**config.mk**
```make
export PLATFORM = sky130hd
export DESIGN_NAME = mtu_modem_uart
export DESIGN_NICKNAME = d
export VERILOG_FILES = /design/src/rtl/mtu_pkg.sv /design/src/rtl/mtu_modem_uart.sv
export VERILOG_INCLUDE_DIRS = /design/src /design/src/rtl
export SDC_FILE = /design/constraint.sdc
export NUM_CORES = 1
export LEC_CHECK = 0
export BUFFER_PORTS_ARGS = -buffer_cell sky130_fd_sc_hd__buf_4
export CORE_ASPECT_RATIO = 1.75
export CORE_MARGIN = 2
export CORE_UTILIZATION = 46
export CTS_CLUSTER_DIAMETER = 50
export DETAILED_ROUTE_END_ITERATION = 8
export PLACE_DENSITY = 0.72
export SLEW_MARGIN = 20
export SYNTH_ARGS = -nofsm -noshare
export SYNTH_HDL_FRONTEND = slang
export SYNTH_SLANG_ARGS = --single-unit
```
**constraint.sdc**
```tcl
create_clock -name SYS_CLK -period 6.2 [get_ports SYS_CLK]
set_input_delay 1.55 -clock SYS_CLK [delete_from_list [all_inputs] [get_ports SYS_CLK]]
set_output_delay 1.55 -clock SYS_CLK [all_outputs]
set_load 0.01 [all_outputs]
```
**src/rtl/mtu_defines.svh**
```systemverilog
`ifndef MTU_DEFINES_SVH
`define MTU_DEFINES_SVH

// Register offsets on the control port
`define MTU_ADDR_GAIN       8'hE2
`define MTU_ADDR_TXBYTE     8'hE3
`define MTU_ADDR_FRAMING    8'hE4

// Gain register fields
`define MTU_RXG_LSB         0
`define MTU_TXG_LSB         4

// Framing register fields
`define MTU_FRM_SEL_BIT     5
`define MTU_STOP_HI_BIT     4
`define MTU_STOP_LO_BIT     3
`define MTU_PAR_EN_BIT      2
`define MTU_PAR_ODD_BIT     1
`define MTU_SEVEN_BIT       0

// Reset values
`define MTU_GAIN_RST        8'h00
`define MTU_FRAMING_RST     8'h00

// Phase advance in quarter turns
`define MTU_PH_0            2'h0
`define MTU_PH_90           2'h1
`define MTU_PH_180          2'h2
`define MTU_PH_270          2'h3

`endif

```
**src/rtl/mtu_pkg.sv**
```systemverilog
package mtu_pkg;

   typedef enum logic [2:0] {
      MTU_TX_IDLE  = 3'b000,
      MTU_TX_START = 3'b001,
      MTU_TX_DATA  = 3'b010,
      MTU_TX_PAR   = 3'b011,
      MTU_TX_STOP  = 3'b100
   } mtu_tx_state_t;

   typedef enum logic [1:0] {
      MTU_RX_IDLE = 2'b00,
      MTU_RX_DATA = 2'b01,
      MTU_RX_PAR  = 2'b10
   } mtu_rx_state_t;

endpackage

```
**src/rtl/mtu_modem_uart.sv**
```systemverilog
// Contract
// [RL1] Receive gain code comes from gain register bits 3..0.
// [RL2] Transmit gain from bits 7..4; code zero mutes output at bias.
// [RL3] Host should pick receive gain during calibration.
// [RL4] Transmit byte is double buffered; host refills within eight bits.
// [RL5] Byte sent as four dibits, least significant dibit first.
// [RL6] Dibit 00 gives +90, 01 none, 10 +180, 11 +270 degrees.
// [RL7] Left-hand bit of each dibit is sent first.
// [RL8] Framing select zero: plain 8-bit data, nothing added or removed.
// [RL9] Framing select one: start bit, data, optional parity, stop bits.
// [RL10] Host keeps framing select clear until handshaking completes.
// [RL11] Stop bits after character: 00 none, 01/10 one, 11 two.
// [RL12] Receiver needs no stop bits between characters.
// [RL13] Parity enable adds parity on transmit, expects it on receive.
// [RL14] Parity select one is odd, zero is even, both directions.
// [RL15] Seven-bit mode uses byte bits 0..6, else eight bits.
// [RL16] Host writes zero to framing register bits 7 and 6.
// [RL17] Seven-bit transmit ignores bit 7 and excludes it from parity.
`timescale 1ns/1ps
`include "mtu_defines.svh"

module mtu_modem_uart (
   input  wire logic       SYS_CLK,
   input  wire logic       RST_N,
   input  wire logic       REG_WR,
   input  wire logic [7:0] REG_ADDR,
   input  wire logic [7:0] REG_WDATA,
   input  wire logic       BIT_TICK,
   input  wire logic       RX_TICK,
   input  wire logic       RX_BIT,
   output logic            TX_BIT,
   output logic [1:0]      TX_PHASE,
   output logic            TX_PHASE_STB,
   output logic            TX_READY,
   output logic [7:0]      RX_DATA,
   output logic            RX_VALID,
   output logic            RX_PAR_ERR,
   output logic [3:0]      RX_GAIN_CODE,
   output logic [3:0]      TX_GAIN_CODE,
   output logic            TX_MUTE
);

   // Serial order within a byte with framing select zero: 1,0,3,2,5,4,7,6
   function automatic logic [2:0] dibit_pos(input logic [2:0] k);
      return {k[2:1], ~k[0]};
   endfunction

   function automatic logic [1:0] phase_of(input logic [1:0] d);
      logic [1:0] p;
      p = `MTU_PH_0;
      unique case (d)
         2'b00: p = `MTU_PH_90;
         2'b01: p = `MTU_PH_0;
         2'b10: p = `MTU_PH_180;
         2'b11: p = `MTU_PH_270;
      endcase
      return p;
   endfunction

   logic [7:0]             framing, hold, shift;
   logic                   shift_par, half, first_bit;
   mtu_pkg::mtu_tx_state_t tx_state, next_state;
   logic [2:0]             tx_cnt, next_cnt;
   logic                   fetch, next_bit;
   mtu_pkg::mtu_rx_state_t rx_state, next_rx_state;
   logic [2:0]             rx_cnt, next_rx_cnt, rx_idx;
   logic [7:0]             rx_shift, next_rx_shift;
   logic                   rx_cap, rx_done, rx_chk;

   wire wr_gain    = REG_WR && (REG_ADDR == `MTU_ADDR_GAIN);
   wire wr_txbyte  = REG_WR && (REG_ADDR == `MTU_ADDR_TXBYTE);
   wire wr_framing = REG_WR && (REG_ADDR == `MTU_ADDR_FRAMING);

   wire       async_on = framing[`MTU_FRM_SEL_BIT];
   wire       par_en   = async_on && framing[`MTU_PAR_EN_BIT];
   wire       par_odd  = framing[`MTU_PAR_ODD_BIT];
   // Seven-bit width only matters once framing is on
   wire       seven    = async_on && framing[`MTU_SEVEN_BIT];         // [RL15]
   wire [1:0] stop_cnt = {framing[`MTU_STOP_HI_BIT] &
                          framing[`MTU_STOP_LO_BIT],
                          framing[`MTU_STOP_HI_BIT] ^
                          framing[`MTU_STOP_LO_BIT]};                 // [RL11]
   wire [2:0] last_idx = seven ? 3'h6 : 3'h7;
   wire [7:0] hold_use = seven ? {1'b0, hold[6:0]} : hold;           // [RL17]
   wire       hold_par = (^hold_use) ^ par_odd;                      // [RL14]
   wire       tx_load  = fetch && !TX_READY;
   wire [7:0] tx_src   = tx_load ? hold : shift;
   wire [2:0] bit_sel  = async_on ? next_cnt : dibit_pos(next_cnt);  // [RL5]

   // Registers: gain and framing are write-only from the host side
   always_ff @(posedge SYS_CLK) begin
      if (!RST_N) begin
         RX_GAIN_CODE <= 4'(`MTU_GAIN_RST >> `MTU_RXG_LSB);
         TX_GAIN_CODE <= 4'(`MTU_GAIN_RST >> `MTU_TXG_LSB);
         TX_MUTE      <= 1'b1;
         framing      <= `MTU_FRAMING_RST;
      end else begin
         if (wr_gain) begin
            RX_GAIN_CODE <= REG_WDATA[`MTU_RXG_LSB +: 4];            // [RL1]
            TX_GAIN_CODE <= REG_WDATA[`MTU_TXG_LSB +: 4];            // [RL2]
            TX_MUTE      <= (REG_WDATA[`MTU_TXG_LSB +: 4] == 4'h0);  // [RL2]
         end
         // Reserved bits are stored as written; only bits 5..0 steer logic
         if (wr_framing) begin
            framing <= REG_WDATA;
         end
      end
   end

   // Holding stage; a write in the cycle of a load wins so no byte is lost
   always_ff @(posedge SYS_CLK) begin
      if (!RST_N) begin
         hold     <= 8'h00;
         TX_READY <= 1'b1;
      end else if (wr_txbyte) begin
         hold     <= REG_WDATA;
         TX_READY <= 1'b0;                                           // [RL4]
      end else if (BIT_TICK && tx_load) begin
         TX_READY <= 1'b1;                                           // [RL4]
      end
   end

   // Next element of the transmit stream, chosen at each bit boundary
   always_comb begin
      next_state = tx_state;
      next_cnt   = tx_cnt;
      fetch      = 1'b0;
      unique case (tx_state)
         mtu_pkg::MTU_TX_IDLE: fetch = 1'b1;
         mtu_pkg::MTU_TX_START: begin
            next_state = mtu_pkg::MTU_TX_DATA;
            next_cnt   = 3'h0;
         end
         mtu_pkg::MTU_TX_DATA: begin
            if (tx_cnt != last_idx) begin
               next_cnt = tx_cnt + 3'h1;
            end else if (!async_on) begin
               fetch = 1'b1;                                         // [RL8]
            end else if (par_en) begin
               next_state = mtu_pkg::MTU_TX_PAR;                     // [RL13]
            end else if (stop_cnt != 2'h0) begin
               next_state = mtu_pkg::MTU_TX_STOP;
               next_cnt   = 3'h0;
            end else begin
               fetch = 1'b1;
            end
         end
         mtu_pkg::MTU_TX_PAR: begin
            if (stop_cnt != 2'h0) begin
               next_state = mtu_pkg::MTU_TX_STOP;                    // [RL11]
               next_cnt   = 3'h0;
            end else begin
               fetch = 1'b1;
            end
         end
         mtu_pkg::MTU_TX_STOP: begin
            if (!tx_cnt[0] && stop_cnt == 2'h2) begin
               next_cnt = 3'h1;                                      // [RL11]
            end else begin
               fetch = 1'b1;
            end
         end
         default: next_state = mtu_pkg::MTU_TX_IDLE;
      endcase
      if (fetch) begin
         if (!TX_READY) begin
            next_state = async_on ? mtu_pkg::MTU_TX_START
                                  : mtu_pkg::MTU_TX_DATA;            // [RL9]
            next_cnt   = 3'h0;
         end else begin
            next_state = mtu_pkg::MTU_TX_IDLE;
         end
      end
   end

   // Line idles at mark between bytes
   always_comb begin
      unique case (next_state)
         mtu_pkg::MTU_TX_START: next_bit = 1'b0;                     // [RL9]
         mtu_pkg::MTU_TX_DATA:  next_bit = tx_src[bit_sel];          // [RL7]
         mtu_pkg::MTU_TX_PAR:   next_bit = shift_par;                // [RL13]
         default:               next_bit = 1'b1;
      endcase
   end

   always_ff @(posedge SYS_CLK) begin
      if (!RST_N) begin
         tx_state  <= mtu_pkg::MTU_TX_IDLE;
         tx_cnt    <= 3'h0;
         TX_BIT    <= 1'b1;
         shift     <= 8'h00;
         shift_par <= 1'b0;
      end else if (BIT_TICK) begin
         tx_state <= next_state;
         tx_cnt   <= next_cnt;
         TX_BIT   <= next_bit;
         if (tx_load) begin
            shift     <= hold;
            shift_par <= hold_par;
         end
      end
   end

   // Pair stream bits into phase advances; idle marks keep the pairing
   always_ff @(posedge SYS_CLK) begin
      if (!RST_N) begin
         half         <= 1'b0;
         first_bit    <= 1'b0;
         TX_PHASE     <= `MTU_PH_0;
         TX_PHASE_STB <= 1'b0;
      end else begin
         TX_PHASE_STB <= 1'b0;
         if (BIT_TICK) begin
            half <= ~half;
            if (!half) begin
               first_bit <= next_bit;
            end else begin
               TX_PHASE     <= phase_of({first_bit, next_bit});      // [RL6]
               TX_PHASE_STB <= 1'b1;
            end
         end
      end
   end

   // Receiver: hunts a start bit only when framing is on
   always_comb begin
      next_rx_state = rx_state;
      next_rx_cnt   = rx_cnt;
      rx_cap        = 1'b0;
      rx_done       = 1'b0;
      rx_chk        = 1'b0;
      rx_idx        = 3'h0;
      unique case (rx_state)
         mtu_pkg::MTU_RX_IDLE: begin
            if (!async_on) begin
               rx_cap        = 1'b1;
               rx_idx        = dibit_pos(3'h0);
               next_rx_cnt   = 3'h1;
               next_rx_state = mtu_pkg::MTU_RX_DATA;
            end else if (!RX_BIT) begin
               next_rx_cnt   = 3'h0;
               next_rx_state = mtu_pkg::MTU_RX_DATA;                 // [RL12]
            end
         end
         mtu_pkg::MTU_RX_DATA: begin
            rx_cap = 1'b1;
            rx_idx = async_on ? rx_cnt : dibit_pos(rx_cnt);
            if (rx_cnt != last_idx) begin
               next_rx_cnt = rx_cnt + 3'h1;
            end else if (par_en) begin
               next_rx_state = mtu_pkg::MTU_RX_PAR;                  // [RL13]
            end else begin
               rx_done = 1'b1;
            end
         end
         mtu_pkg::MTU_RX_PAR: begin
            rx_chk  = 1'b1;
            rx_done = 1'b1;
         end
         default: next_rx_state = mtu_pkg::MTU_RX_IDLE;
      endcase
      if (rx_done) begin
         // No stop bit is awaited: the next start may follow at once
         next_rx_state = async_on ? mtu_pkg::MTU_RX_IDLE
                                  : mtu_pkg::MTU_RX_DATA;            // [RL12]
         next_rx_cnt   = 3'h0;
      end
   end

   always_comb begin
      next_rx_shift = rx_shift;
      if (rx_cap) begin
         next_rx_shift[rx_idx] = RX_BIT;
      end
      if (seven) begin
         next_rx_shift[7] = 1'b0;                                    // [RL15]
      end
   end

   wire rx_par_bad = rx_chk && (RX_BIT != ((^next_rx_shift) ^ par_odd));

   always_ff @(posedge SYS_CLK) begin
      if (!RST_N) begin
         rx_state   <= mtu_pkg::MTU_RX_IDLE;
         rx_cnt     <= 3'h0;
         rx_shift   <= 8'h00;
         RX_DATA    <= 8'h00;
         RX_VALID   <= 1'b0;
         RX_PAR_ERR <= 1'b0;
      end else begin
         RX_VALID <= 1'b0;
         if (RX_TICK) begin
            rx_state <= next_rx_state;
            rx_cnt   <= next_rx_cnt;
            rx_shift <= next_rx_shift;
            if (rx_done) begin
               RX_DATA    <= next_rx_shift;
               RX_VALID   <= 1'b1;
               RX_PAR_ERR <= rx_par_bad;                             // [RL14]
            end
         end
      end
   end
endmodule

```
==> metrics.cfg <==
[grt]
grt_pass1_wl_um=14700
grt_overflow=0
grt_max_degree=64
antenna_found_initial=0
track_usage_pct=21.8
first_global_vias=3091

[timing]
rsz0062_at_grt=false
fin_tns_setup_ns=0
min_period_ns=3.55
fin_skew_ns=0.00385
finalSetupViolCount=0
hold_violations=0
relSlewSlack_pct=31.6
drv_slew=0
max_slew.worst_pin.slew_ns=1.02
fin_crit_sh_pct=57.2
holdWs_ns=0.455
postLayoutSetupSlackWorst_ns=2.65
fmax_mhz=282

[cells_and_area]
seqCellArea_um2=1360
drive_above_1_share_pct=17.6
fin_area_um2=4260
final_nets=487
diodes=0
stdcell_count=549
fill_cells=728
multi_input_area_um2=2120
area_growth_pct=18.1

[synthesis]
synthCells=423
avgSynthCellArea_um2=8.52
syn_nets=454
synth_cell_types=63
ys_ff_latch=68
synth_area_um2=3600
ys_async_sr_fraction_pct=0
synth-edff-count=0
yosysSeqAreaShare_pct=37.8
synth_warnings=0
synth-main-ff-cell=dfxtp_1

[placed_design]
placed_cell_area_um2=3980
io_buffer_count=45
hpwl_um=6570
dp_cells=533
gp_congestion=0.933
dp_slack_ns=2.67

[drt]
drt_iter0_drc=156
wl_um=8770
num_vias=3139
via_per_inst=5.72
dr.pass1.iters=5
drt-wirelength-per-cell_um=16.0
drtAntennaViolNets=0
drc=0

[setup_path]
cpMostUsedCell=nor3_1
reg2reg_to=TX_PHASE[1]$_SDFFE_PN0P_
cp.arrival_ns=3.71
critPathMaxStageDelay_ns=0.80
worstSetupPathDepth=9
crit_family=simple AND/OR/NAND/NOR gates
path_cells=and3b_1 > o2111ai_1 > a21oi_1 > o21ai_0 > nor3b_1 > and2b_1 > ha_1 > nor3_1 > nor3_1
critPathCapture=TX_PHASE[1]$_SDFFE_PN0P_
path_buf_inv=0
worstPathRequired_ns=6.36
cp-startpoint=framing[5]$_SDFFE_PN0P_
crit_type=register to register
worstReg2RegStart=framing[5]$_SDFFE_PN0P_
critPathMaxFanout=22
cp-end-kind=register
rr_worst_depth=9
critPathSlowestCell=dfxtp_1
r2r_slack_ns=2.65
setup.worst_path.start_class=register

[power_and_ir_drop]
p_per_area_nw_per_um2=242
vdd_ir_drop_max_mv=0.313
p_leak_nw=1.56

[clocking]
postCtsHoldBufs=0
cts-buffers-inserted=9
clock-sinks=68
path_clk_slew_ns=0.06
clockBufferDepth=2
clock_latency_ns=0.33
cts_tree=yes
cts_root_buf=clkbuf_16
cts_setup_buffers=0
cts_resized=0
cts_htree_levels=3

[floorplanning]
num_rows=42
start_util_pct=47.6
core_area_um2=7570
die_w_um=70.9
ios=46
dieHeight_um=121
die_area_um2=8590

[outcome]
outcome=complete, no violations

[flow_run]
maxCapViolCount=0

[worst_hold_path]
hold_path.class=register to register

[cell families after synthesis]
family | share of synthesized area (%)
and+or+nand+nor | 21.5
AOI/OAI and AO/OA | 17.5
DFF | 37.8
muxes | 11.1
buffers and inverters | 3.96
xor gates and xnor gates | 5.00
adders and majority gates | 3.13
[metrics by stage]
stage	total power, mW	utilization (%)
2_1_floorplan	0.542	-
3_3_place_gp	0.574	52.5
3_5_place_dp	0.577	52.6
4_1_cts	1.03	56.2
5_1_grt	1.07	56.2
6_report	1.03	56.2
[cell usage in the layout, fill, tap and decap left out, types with 11 or more instances in the layout]
| master | count |
|---|---|
| xnor2_1 | 14 |
| o21ai_0 | 11 |
| dfxtp_1 | 68 |
| a211oi_1 | 17 |
| nand2_1 | 39 |
| a21oi_1 | 28 |
| nor2_1 | 67 |
| mux2i_1 | 39 |
| buf_4 | 46 |
| inv_1 | 11 |
[synthesized netlist by cell type (all sizes together) (3+ instances only)]
| cell type | number | area (µm²) |
|---|---|---|
| and2 | 4 | 27.5 |
| a211oi | 19 | 153 |
| ha | 9 | 113 |
| dfxtp | 68 | 1360 |
| nor2 | 69 | 262 |
| clkbuf | 17 | 63.8 |
| xnor2 | 14 | 123 |
| nand3 | 7 | 35.0 |
| nand4 | 6 | 37.5 |
| a21o | 3 | 22.5 |
| buf | 7 | 33.8 |
| nand2 | 40 | 153 |
| mux2i | 39 | 390 |
| and3 | 5 | 38.8 |
| a21oi | 28 | 140 |
| nor3 | 4 | 20.0 |
| o22ai | 3 | 18.8 |
| o21ai | 12 | 60.1 |
| o211ai | 5 | 42.5 |
| xor2 | 4 | 35.0 |
| nand3b | 3 | 22.5 |
| nor3b | 3 | 33.8 |
| inv | 12 | 45.0 |
| or3 | 3 | 23.8 |
| nand2b | 5 | 31.3 |
| nor4 | 3 | 18.8 |
[worst register-to-register path, delay by kind of cell, from the launching register on]
kind / cells / cell delay [ns]
AO/OA/AOI/OAI: 3 / 1.15
AND/OR/NAND/NOR: 5 / 1.25
flip-flops: 1 / 0.80
adder cells (fa/ha/maj): 1 / 0.18
[sequential cells by signal, summed over array words and instances, names as in the netlist]
signal        cells
rx_shift          8
RX_PAR_ERR        1
shift             8
hold              8
tx_cnt            3
TX_GAIN_CODE      4
TX_PHASE          2
half              1
rx_cnt            3
RX_GAIN_CODE      4
TX_READY          1
framing           6
shift_par         1
tx_state          3
first_bit         1
TX_BIT            1
TX_PHASE_STB      1
RX_DATA           8
RX_VALID          1
rx_state          2
TX_MUTE           1
[per-layer routing]
layer	vias to the layer above	wire length (µm)	track usage [%]
met1	1488	3300	22.3
met5	-	0	0
met4	0	295	10.5
met3	21	258	4.90
li1	1562	-	-
met2	68	4920	40.7
[power by group]
part	internal, mW	switching (mW)
clock network	0.278	0.184
logic	0.0513	0.0614
registers	0.447	0.00870
[layout make-up]
cell class / count / share of cell area [%]
Multi-Input combinational cell: 319 / 49.9
Timing Repair Buffer: 46 / 8.12
Clock inverter: 5 / 0.647
Inverter: 12 / 1.06
Sequential cell: 68 / 32.0
Tap cell: 88 / 2.59
Clock buffer: 11 / 5.70
[worst min-delay path by stage]
stage                                       from                     end  depth (start not counted)
final                     shift_par$_SDFFE_PN0P_  shift_par$_SDFFE_PN0P_                          2
after global routing      shift_par$_SDFFE_PN0P_  shift_par$_SDFFE_PN0P_                          2
after CTS                 shift_par$_SDFFE_PN0P_  shift_par$_SDFFE_PN0P_                          2
after detailed placement   shift[3]$_SDFFE_PN0P_   shift[3]$_SDFFE_PN0P_                          2
after global placement     shift[3]$_SDFFE_PN0P_   shift[3]$_SDFFE_PN0P_                          2
after floorplan           shift_par$_SDFFE_PN0P_  shift_par$_SDFFE_PN0P_                          2
Power figures use the tool's default switching activity.
